==> src/core/pas_pkg.sv <==
// package: register map, field layout and timing constants for the pwm auto-shutdown block
package pas_pkg;
	// register addresses (none printed, chosen locally)
	localparam logic [3:0] ADDR_AUTO_SHUTDOWN = 4'h0;
	localparam logic [3:0] ADDR_DEADBAND      = 4'h1;
	localparam logic [3:0] ADDR_MODE          = 4'h2;
	localparam logic [3:0] ADDR_PERIOD        = 4'h3;
	localparam logic [3:0] ADDR_DUTY          = 4'h4;
	localparam logic [3:0] ADDR_STATUS        = 4'h5;
	localparam logic [3:0] ADDR_POWER         = 4'h6;

	// auto_shutdown_control fields
	localparam int ASE_BIT   = 7;
	localparam int SRC_HI    = 6;
	localparam int SRC_LO    = 4;
	localparam int PSAC_HI   = 3;
	localparam int PSAC_LO   = 2;
	localparam int PSBD_HI   = 1;
	localparam int PSBD_LO   = 0;
	// deadband_restart_control fields
	localparam int RSEN_BIT  = 7;
	localparam int DB_HI     = 6;
	// pwm_mode_control fields
	localparam int CFG_HI    = 7;
	localparam int CFG_LO    = 6;
	localparam int DCLO_HI   = 5;
	localparam int DCLO_LO   = 4;
	localparam int POL_AC    = 1;
	localparam int POL_BD    = 0;
	localparam int PWMEN_HI  = 3;
	localparam int PWMEN_LO  = 2;
	// status register fields
	localparam int ST_TMRF   = 0;
	localparam int ST_CLKF   = 1;
	// power register fields
	localparam int PW_SLEEP  = 0;

	localparam logic [7:0] REG_RESET = 8'h00;
	localparam logic [1:0] PWM_ENABLE_CODE = 2'h3;

	// source select codes: bit0 comp1, bit1 comp2, bit2 fault
	localparam int SRC_C1    = 0;
	localparam int SRC_C2    = 1;
	localparam int SRC_FLT   = 2;

	// shutdown pin state codes
	localparam logic [1:0] PSS_LOW  = 2'h0;
	localparam logic [1:0] PSS_HIGH = 2'h1;

	// output configurations
	typedef enum logic [1:0] {
		CFG_SINGLE  = 2'b00,
		CFG_FWD     = 2'b01,
		CFG_HALF    = 2'b10,
		CFG_REV     = 2'b11
	} pas_cfg_e;

	// instruction cycle is four oscillator periods
	localparam int TCY_OSC   = 4;
	localparam int TCY_W     = 2;
	localparam logic [1:0] TCY_LAST = 2'(TCY_OSC - 1);
endpackage : pas_pkg

==> src/core/pas_regbank.sv <==
// register bank holding the period, duty and mode bytes with registered read data
`timescale 1ns/10ps
module pas_regbank
	import pas_pkg::*;
(
	input  wire logic       sys_clk,
	input  wire logic       rst,
	input  wire logic [3:0] wr_addr,
	input  wire logic [7:0] wr_data,
	input  wire logic       wr_en,
	input  wire logic [3:0] rd_addr,
	output logic      [7:0] rd_data,
	output logic      [7:0] period_q,
	output logic      [7:0] duty_q,
	output logic      [7:0] mode_q
);
	always_ff @(posedge sys_clk) begin
		if (rst) begin
			period_q <= REG_RESET;
			duty_q   <= REG_RESET;
			mode_q   <= REG_RESET;
		end else if (wr_en) begin
			if (wr_addr == ADDR_PERIOD) period_q <= wr_data;
			if (wr_addr == ADDR_DUTY)   duty_q   <= wr_data;
			if (wr_addr == ADDR_MODE)   mode_q   <= wr_data;
		end
	end

	always_ff @(posedge sys_clk) begin
		if (rst) begin
			rd_data <= REG_RESET;
		end else begin
			unique case (rd_addr)
				ADDR_PERIOD: rd_data <= period_q;
				ADDR_DUTY:   rd_data <= duty_q;
				ADDR_MODE:   rd_data <= mode_q;
				default:     rd_data <= REG_RESET;
			endcase
		end
	end
endmodule : pas_regbank

==> src/core/pas_top.sv <==
// pwm auto-shutdown, auto-restart, dead-band and output stage
//
// Overview of operation
// three-bit source select: comparators, fault, combinations; zero disables shutdown
// low level on the selected fault input is a shutdown event
// shutdown event forces the pins to shutdown states without a clock; here the pins are registered and take them on the next edge
// per pair: 1x tri-state, 01 drive high, 00 drive low
// hardware sets status bit 7 on an event; set bit holds shutdown states
// auto-restart: bit stays while cause persists, clears itself after
// no auto-restart: bit stays until software clears it
// bit set at period start holds shutdown for that period; resume next period
// software writes to the status bit ignored while shutdown cause active
// comparator sources are levels; bit not clearable while they persist
// writing one to the status bit forces shutdown like a hardware event
// dead-band bit 7 enables auto-restart; else software must clear status
// low seven dead-band bits hold the half-bridge delay count
// mode bits 1 and 0 select polarity of pair a/c and pair b/d
// software picks polarity before enabling pin drivers
// software lets one full cycle pass before enabling pin drivers
// period timer flag sets as the second period begins
// software sequence: clear, configure, wait, set, clear after overflow
// sleep freezes timer and state; outputs keep their values
// idle keeps primary clock; other modes clock timer from selected clock
// clock failure switches to internal oscillator and sets clock-fail flag
// any reset returns registers to zero
// dead-band delays inactive-to-active edges in instruction cycles
// dead-band longer than duty keeps that output inactive all cycle
// override combinational from sources; status bit latched next edge
`timescale 1ns/10ps
module pas_top
	import pas_pkg::*;
(
	input  wire logic       sys_clk,
	input  wire logic       rst,
	input  wire logic [3:0] reg_addr,
	input  wire logic [7:0] reg_wdata,
	input  wire logic       reg_wr,
	input  wire logic       reg_rd,
	output logic      [7:0] reg_rdata,
	input  wire logic       fault_input_n,
	input  wire logic       comp1_out,
	input  wire logic       comp2_out,
	input  wire logic       clock_fail,
	output logic            pwm_out_a,
	output logic            pwm_out_b,
	output logic            pwm_out_c,
	output logic            pwm_out_d,
	output logic            pwm_oe_a,
	output logic            pwm_oe_b,
	output logic            pwm_oe_c,
	output logic            pwm_oe_d,
	output logic            period_timer_flag,
	output logic            clock_fail_flag,
	output logic            use_internal_osc
);
	// ---------------------------------------------------------------
	// functions
	// ---------------------------------------------------------------
	function automatic logic cause_of(input logic [2:0] sel, input logic c1, input logic c2, input logic f_n);
		cause_of = (sel[SRC_C1] & c1) | (sel[SRC_C2] & c2) | (sel[SRC_FLT] & ~f_n);
	endfunction : cause_of

	function automatic logic pss_level(input logic [1:0] pss);
		pss_level = (pss == PSS_HIGH);
	endfunction : pss_level

	function automatic logic pss_drive(input logic [1:0] pss);
		pss_drive = ~pss[1];
	endfunction : pss_drive

	// ---------------------------------------------------------------
	// registers
	// ---------------------------------------------------------------
	logic [7:0] as_ctl_q;
	logic [7:0] db_ctl_q;
	logic       sleep_q;
	logic       tmr_flag_q;
	logic       clk_fail_q;
	logic [7:0] period_q;
	logic [7:0] duty_q;
	logic [7:0] mode_q;
	logic       period_timer_flag_d;

	logic       wr_as;
	logic       wr_db;
	logic       cause;
	logic       hold_period_q;
	logic       running;

	assign wr_as = reg_wr && (reg_addr == ADDR_AUTO_SHUTDOWN);
	assign wr_db = reg_wr && (reg_addr == ADDR_DEADBAND);
	assign running = ~sleep_q;

	// comparator and fault sources are levels; cause is purely combinational
	assign cause = cause_of(as_ctl_q[SRC_HI:SRC_LO], comp1_out, comp2_out, fault_input_n);

	pas_regbank u_bank (
		.sys_clk  (sys_clk),
		.rst      (rst),
		.wr_addr  (reg_addr),
		.wr_data  (reg_wdata),
		.wr_en    (reg_wr),
		.rd_addr  (reg_addr),
		.rd_data  (),
		.period_q (period_q),
		.duty_q   (duty_q),
		.mode_q   (mode_q)
	);

	// ---------------------------------------------------------------
	// auto-shutdown control and status bit
	// ---------------------------------------------------------------
	always_ff @(posedge sys_clk) begin
		if (rst) begin
			as_ctl_q <= REG_RESET;
		end else begin
			if (wr_as)
				as_ctl_q[SRC_HI:0] <= reg_wdata[SRC_HI:0];
			if (running && cause)
				as_ctl_q[ASE_BIT] <= 1'b1;
			else if (wr_as && !cause)
				as_ctl_q[ASE_BIT] <= reg_wdata[ASE_BIT];
			else if (running && db_ctl_q[RSEN_BIT])
				as_ctl_q[ASE_BIT] <= 1'b0;
		end
	end

	always_ff @(posedge sys_clk) begin
		if (rst)
			db_ctl_q <= REG_RESET;
		else if (wr_db)
			db_ctl_q <= reg_wdata;
	end

	// sleep is a software bit here; wake is a write of zero
	always_ff @(posedge sys_clk) begin
		if (rst)
			sleep_q <= 1'b0;
		else if (reg_wr && reg_addr == ADDR_POWER)
			sleep_q <= reg_wdata[PW_SLEEP];
	end

	// ---------------------------------------------------------------
	// clock failure
	// ---------------------------------------------------------------
	always_ff @(posedge sys_clk) begin
		if (rst) begin
			clk_fail_q       <= 1'b0;
			use_internal_osc <= 1'b0;
		end else begin
			if (clock_fail) begin
				clk_fail_q       <= 1'b1;
				use_internal_osc <= 1'b1;
			end else if (reg_wr && reg_addr == ADDR_STATUS && !reg_wdata[ST_CLKF]) begin
				clk_fail_q <= 1'b0;
			end
		end
	end

	// ---------------------------------------------------------------
	// period timer and instruction-cycle prescale
	// ---------------------------------------------------------------
	// timer ticks once per instruction cycle; in idle the same clock keeps running
	logic [TCY_W-1:0] tcy_q;
	logic [7:0]       tmr_q;
	logic             tick;
	logic             period_start;
	logic             first_done_q;
	logic             pwm_en;

	// timer held while the pwm is off, so the first flag marks a real pwm period
	assign pwm_en       = (mode_q[PWMEN_HI:PWMEN_LO] == PWM_ENABLE_CODE);
	assign tick         = running && pwm_en && (tcy_q == TCY_LAST);
	assign period_start = tick && (tmr_q == period_q);

	always_ff @(posedge sys_clk) begin
		if (rst)
			tcy_q <= '0;
		else if (running)
			tcy_q <= tcy_q + TCY_W'(1);
	end

	always_ff @(posedge sys_clk) begin
		if (rst)
			tmr_q <= '0;
		else if (period_start)
			tmr_q <= '0;
		else if (tick)
			tmr_q <= tmr_q + 8'h01;
	end

	// flag each period rollover; first one marks the end of the first full cycle
	always_ff @(posedge sys_clk) begin
		if (rst) begin
			tmr_flag_q   <= 1'b0;
			first_done_q <= 1'b0;
		end else begin
			if (period_start) begin
				tmr_flag_q   <= 1'b1;
				first_done_q <= 1'b1;
			end else if (reg_wr && reg_addr == ADDR_STATUS && !reg_wdata[ST_TMRF]) begin
				tmr_flag_q <= 1'b0;
			end
		end
	end

	// hold shutdown for a whole period once the status bit is seen at its start
	always_ff @(posedge sys_clk) begin
		if (rst)
			hold_period_q <= 1'b1;
		else if (period_start)
			hold_period_q <= as_ctl_q[ASE_BIT];
	end

	// ---------------------------------------------------------------
	// pwm waveform with dead-band
	// ---------------------------------------------------------------
	logic        duty_on;
	logic [7:0]  db_cnt_q;
	logic        prim_q;
	logic        raw_a;
	logic        raw_b;
	logic        raw_c;
	logic        raw_d;
	logic        db_a_ok;
	logic        db_b_ok;
	pas_cfg_e    cfg;

	assign cfg     = pas_cfg_e'(mode_q[CFG_HI:CFG_LO]);
	assign duty_on = (tmr_q < duty_q);

	// counts instruction cycles since the last edge of the primary waveform
	always_ff @(posedge sys_clk) begin
		if (rst) begin
			db_cnt_q <= '0;
			prim_q   <= 1'b0;
		end else if (tick) begin
			prim_q <= duty_on;
			if (duty_on != prim_q)
				db_cnt_q <= '0;
			else if (db_cnt_q != 8'hff)
				db_cnt_q <= db_cnt_q + 8'h01;
		end
	end

	// active edge waits out the delay; a delay past the duty never lets it go active
	assign db_a_ok = (db_cnt_q >= {1'b0, db_ctl_q[DB_HI:0]});
	assign db_b_ok = db_a_ok;

	always_comb begin
		raw_a = 1'b0;
		raw_b = 1'b0;
		raw_c = 1'b0;
		raw_d = 1'b0;
		unique case (cfg)
			CFG_SINGLE: raw_a = prim_q;
			CFG_HALF: begin
				raw_a = prim_q && db_a_ok;
				raw_b = !prim_q && db_b_ok;
			end
			CFG_FWD: begin
				raw_a = 1'b1;
				raw_d = prim_q;
			end
			CFG_REV: begin
				raw_c = 1'b1;
				raw_b = prim_q;
			end
		endcase
	end

	// ---------------------------------------------------------------
	// output stage
	// ---------------------------------------------------------------
	// pins are registered; the override term also uses the live cause so the
	// forced state lands on the very next edge without waiting for the bit
	logic sd_now;
	logic pol_ac;
	logic pol_bd;

	assign sd_now = cause || as_ctl_q[ASE_BIT] || hold_period_q;
	assign pol_ac = mode_q[POL_AC];
	assign pol_bd = mode_q[POL_BD];

	always_ff @(posedge sys_clk) begin
		if (rst) begin
			pwm_out_a <= 1'b0;
			pwm_out_b <= 1'b0;
			pwm_out_c <= 1'b0;
			pwm_out_d <= 1'b0;
			pwm_oe_a  <= 1'b0;
			pwm_oe_b  <= 1'b0;
			pwm_oe_c  <= 1'b0;
			pwm_oe_d  <= 1'b0;
		end else if (running) begin
			if (!pwm_en) begin
				pwm_oe_a <= 1'b0;
				pwm_oe_b <= 1'b0;
				pwm_oe_c <= 1'b0;
				pwm_oe_d <= 1'b0;
			end else if (sd_now) begin
				pwm_out_a <= pss_level(as_ctl_q[PSAC_HI:PSAC_LO]);
				pwm_out_c <= pss_level(as_ctl_q[PSAC_HI:PSAC_LO]);
				pwm_out_b <= pss_level(as_ctl_q[PSBD_HI:PSBD_LO]);
				pwm_out_d <= pss_level(as_ctl_q[PSBD_HI:PSBD_LO]);
				pwm_oe_a  <= pss_drive(as_ctl_q[PSAC_HI:PSAC_LO]);
				pwm_oe_c  <= pss_drive(as_ctl_q[PSAC_HI:PSAC_LO]);
				pwm_oe_b  <= pss_drive(as_ctl_q[PSBD_HI:PSBD_LO]);
				pwm_oe_d  <= pss_drive(as_ctl_q[PSBD_HI:PSBD_LO]);
			end else begin
				pwm_out_a <= raw_a ^ pol_ac;
				pwm_out_c <= raw_c ^ pol_ac;
				pwm_out_b <= raw_b ^ pol_bd;
				pwm_out_d <= raw_d ^ pol_bd;
				pwm_oe_a  <= first_done_q;
				pwm_oe_c  <= first_done_q;
				pwm_oe_b  <= first_done_q;
				pwm_oe_d  <= first_done_q;
			end
		end
	end

	assign period_timer_flag_d = tmr_flag_q;
	always_ff @(posedge sys_clk) begin
		if (rst) begin
			period_timer_flag <= 1'b0;
			clock_fail_flag   <= 1'b0;
		end else begin
			period_timer_flag <= period_timer_flag_d;
			clock_fail_flag   <= clk_fail_q;
		end
	end

	// ---------------------------------------------------------------
	// register read
	// ---------------------------------------------------------------
	// one output flop shared by every register keeps the read port glitch free
	always_ff @(posedge sys_clk) begin
		if (rst) begin
			reg_rdata <= REG_RESET;
		end else begin
			unique case (reg_addr)
				ADDR_AUTO_SHUTDOWN: reg_rdata <= as_ctl_q;
				ADDR_DEADBAND:      reg_rdata <= db_ctl_q;
				ADDR_MODE:          reg_rdata <= mode_q;
				ADDR_PERIOD:        reg_rdata <= period_q;
				ADDR_DUTY:          reg_rdata <= duty_q;
				ADDR_STATUS:        reg_rdata <= {6'h00, clk_fail_q, tmr_flag_q};
				ADDR_POWER:         reg_rdata <= {7'h00, sleep_q};
				default:            reg_rdata <= REG_RESET;
			endcase
		end
	end
endmodule : pas_top

==> config.mk <==
export PLATFORM = sky130hd
export DESIGN_NAME = pas_top
export DESIGN_NICKNAME = d
export VERILOG_FILES = /design/src/core/pas_pkg.sv /design/src/core/pas_regbank.sv /design/src/core/pas_top.sv
export SDC_FILE = /design/constraint.sdc
export NUM_CORES = 1
export LEC_CHECK = 0
export BUFFER_PORTS_ARGS = -buffer_cell sky130_fd_sc_hd__buf_2
export CORE_ASPECT_RATIO = 0.8
export CORE_MARGIN = 5
export CORE_UTILIZATION = 50
export CTS_CLUSTER_SIZE = 24
export DETAILED_ROUTE_END_ITERATION = 8
export GPL_ROUTABILITY_DRIVEN = 0
export MAX_ROUTING_LAYER = met4
export PLACE_DENSITY = 0.76
export SLEW_MARGIN = 0
export SYNTH_ARGS = -nofsm -noshare
export SYNTH_HDL_FRONTEND = slang
export SYNTH_SLANG_ARGS = --single-unit
==> constraint.sdc <==
create_clock -name sys_clk -period 1.97 [get_ports sys_clk]
set_input_delay 0.4925 -clock sys_clk [delete_from_list [all_inputs] [get_ports sys_clk]]
set_output_delay 0.4925 -clock sys_clk [all_outputs]
set_load 0.1 [all_outputs]
==> results_dict.tcl <==
set metrics [dict create \
    syn_avg_cell_area_um2 8.18 \
    synth_top_family_by_area "simple AND/OR/NAND/NOR gates" \
    critical_path_arrival_ns 2.28 \
    area_growth_pct 18.3 \
    crit_path_end_kind "flip-flop" \
    synth_xor_area_share_pct 5.21 \
    grt_max_degree 32 \
    wirelength_um 11100 \
    track_usage_pct 22.8 \
    p_int_mw 2.47 \
    period_share_pct 100 \
    detailroute.wirelength.met2_um 4930 \
    clockBufferDepth 2 \
    wl_per_cell_um 16.9 \
    post_synth_num_cell_types 52 \
    switching_share_pct 24.2 \
    clk_pin_slew_ns 0.08 \
    cts_buffers 9 \
    io_buffers 37 \
    ys_warn_count 0 \
    synth_top_flop_cell "dfxtp_1" \
    fillers 703 \
    fmaxAchievable_mhz 506 \
    drive_above_1_share_pct 21.7 \
    layout_common_cells "dfxtp_1 (75), nand2_1 (71), a21oi_1 (54)" \
    synth_edf_count 0 \
    max-slew-margin-rel_pct 67.4 \
    fp.dieH_um 90.3 \
    hold_path.class "in -> reg" \
    worst_pin_slew_ns 0.492 \
    synth_cells 493 \
    ios 39 \
    root_buffer "clkbuf_8" \
    synth_async_sr_flop_share_pct 0 \
    netSwitchingPower_uw 789 \
    final-hold-violation-count 0 \
    clkLatencyLatePin_ns 0.37 \
    initial_core_util_pct 51.0 \
    synth-simple-area-share_pct 24.1 \
    powerDensity_mw_per_mm2 683 \
    start_kind "flip-flop" \
    final-max-slew-violation-count 0 \
    num_vias 3791 \
    drt_drc_violations_left 0 \
    grt_pass1_vias 3596 \
    p_leak_nw 1.75 \
    rsz0062_at_grt "true" \
    dp.cells 635 \
    path_class "reg -> reg" \
    cts_max_level 3 \
    run_status "finished with violations" \
    grt_pass1_wl_um 18000 \
    drt-initial-drc-count 327 \
    drtPass1Iterations 6 \
    skew_ns 0.00911 \
    multiInputGateArea_mm2 0.00227 \
    final_common_cell "dfxtp_1" \
    yosysSeqAreaShare_pct 40.2 \
    cts_tree "built" \
    synthMuxAreaShare_pct 2.02 \
    drt-met1-wl_um 4890 \
    final-seq-area_mm2 0.00163 \
    dieArea_mm2 0.00998 \
    num_rows 29 \
    viasPerCell 5.78 \
    fin_crit_ns 1.98 \
    setup_violations 1 \
    combPwrFrac_pct 7.3 \
    power.total_mw 3.26 \
    syn_area_mm2 0.00403 \
    ir_drop_uv 370 \
    met3_length_um 1090 \
    ant_nets 0 \
    clkPwrFrac_pct 41.4 \
    nets 581 \
    synth_adder_area_share_pct 5.27 \
    core-area_mm2 0.00791 \
    worst_slack_ns -0.00750 \
    grt_antenna_before_repair 0 \
    violations "setup timing" \
    critical_path_required_ns 2.28 \
    drv_cap 0 \
    p_seq_share_pct 51.3 \
    synth_compound_area_share_pct 17.7 \
    routed.top_layer "met4" \
    synth_nets 530 \
    ys_ff_latch 81 \
    final_cells 656 \
    grt.overflow.total 0 \
    setup_tns_ns -0.00750 \
    cts.sinks 81 \
    n_antenna_cell 0 \
    die_x_um 110 \
    dp_hpwl_um 7930 \
    whs_ns 0.347 \
    cp_max_fo 2 \
]
per-layer routing:
| metal | vias up | track usage, % |
|---|---|---|
| li1 | 1828 | - |
| met1 | 1762 | 30.4 |
| met2 | 177 | 33.6 |
| met3 | 24 | 5.89 |
| met4 | 0 | 8.00 |
| met5 | - | - |
flip-flops by register name (all words and copies together) (netlist names), 8 cells and up:
register         cells
reg_rdata            8
u_bank.duty_q        8
u_bank.period_q      8
tmr_q                8
u_bank.mode_q        8
as_ctl_q             8
db_ctl_q             8
db_cnt_q             8
path summary, 6_finish.rpt:
path	start	endpoint	slack, ns	cells after the start
worst max-delay path	u_bank.duty_q[1]$_SDFFE_PP0P_	db_cnt_q[5]$_SDFFE_PP0P_	-0.007	7
worst min register to register	pwm_out_d$_SDFFE_PP0P_	pwm_out_d$_SDFFE_PP0P_	0.46	2
worst max register to register	u_bank.duty_q[1]$_SDFFE_PP0P_	db_cnt_q[5]$_SDFFE_PP0P_	-0.007	7
worst min-delay path	clock_fail	use_internal_osc$_SDFFE_PP0P_	0.35	3
power by group through the flow:
| stage | Sequential, mW | Clock [mW] | Combinational (mW) |
|---|---|---|---|
| floorplan | 1.73 | 0 | 0.124 |
| global placement | 1.71 | 0 | 0.214 |
| detailed placement | 1.71 | 0 | 0.218 |
| CTS | 1.67 | 1.36 | 0.225 |
| global route | 1.68 | 1.44 | 0.255 |
| finish | 1.67 | 1.35 | 0.238 |
final cells by class:
class | instances | share of cell area [%]
multi-input cells | 362 | 47.5
clock inverters | 5 | 1.68
flip-flops and latches | 81 | 34.1
clock buffers | 10 | 2.88
well taps | 108 | 2.83
repair buffers | 71 | 9.49
inverters | 19 | 1.49
worst max-delay path, cell delays in order (launching register included):
cell and delay [ns]:
dfxtp_2 0.34, inv_2 0.04, ha_4 0.21, a2111oi_4 0.45, nor3_2 0.09, mux2i_1 0.15, or4_1 0.52, a21oi_2 0.12
cell families after synthesis:
| logic type | count (synthesis) |
|---|---|
| AO/OA/AOI/OAI | 112 |
| multiplexers | 8 |
| flip-flops | 81 |
| XOR/XNOR | 24 |
| buffers and inverters | 50 |
| adder cells (fa/ha/maj) | 17 |
| AND/OR/NAND/NOR | 201 |
through the flow:
step                      cell area [um2]  util [%]  setup slack (ns)
after floorplan                      4040         -            0.0206
after global placement               4430      56.0           -0.0258
after detailed placement             4430      56.0            -0.144
after CTS                            4680      59.2           -0.0181
after global routing                 4770      60.3            -0.173
final                                4770      60.3          -0.00750
synthesized netlist by cell type, types with 3 or more instances:
| library cell | number | share of area, % |
|---|---|---|
| dfxtp_1 | 81 | 40 |
| a21o_1 | 3 | 0.56 |
| xor2_1 | 16 | 3.5 |
| nand3_1 | 49 | 6.1 |
| a221oi_1 | 5 | 1.1 |
| and4_1 | 3 | 0.65 |
| nand2b_1 | 7 | 1.1 |
| a22oi_1 | 14 | 2.6 |
| clkbuf_1 | 22 | 2.0 |
| buf_2 | 4 | 0.50 |
| a311oi_1 | 4 | 0.87 |
| o31ai_1 | 3 | 0.56 |
| nor2b_1 | 7 | 1.1 |
| nand2_1 | 71 | 6.6 |
| a31oi_1 | 5 | 0.78 |
| nand4_1 | 8 | 1.2 |
| ha_1 | 17 | 5.3 |
| mux2i_1 | 7 | 1.7 |
| a21oi_1 | 55 | 6.8 |
| or2_2 | 4 | 0.62 |
| nor3_1 | 7 | 0.87 |
| inv_1 | 19 | 1.8 |
| xnor2_1 | 8 | 1.7 |
| nor2_1 | 32 | 3.0 |
| buf_6 | 3 | 0.84 |
| o21ai_0 | 8 | 0.99 |
timing repair:
| action | in CTS | in global routing |
|---|---|---|
| cloned | 0 | 0 |
| hold buffers | 0 | 0 |
| pin swaps | 2 | 9 |
| setup endpoints to repair | 16 | 19 |
| gates resized for setup | 4 | 18 |
| setup buffers | 2 | 4 |
No activity file was read; power rests on OpenSTA's default activity.
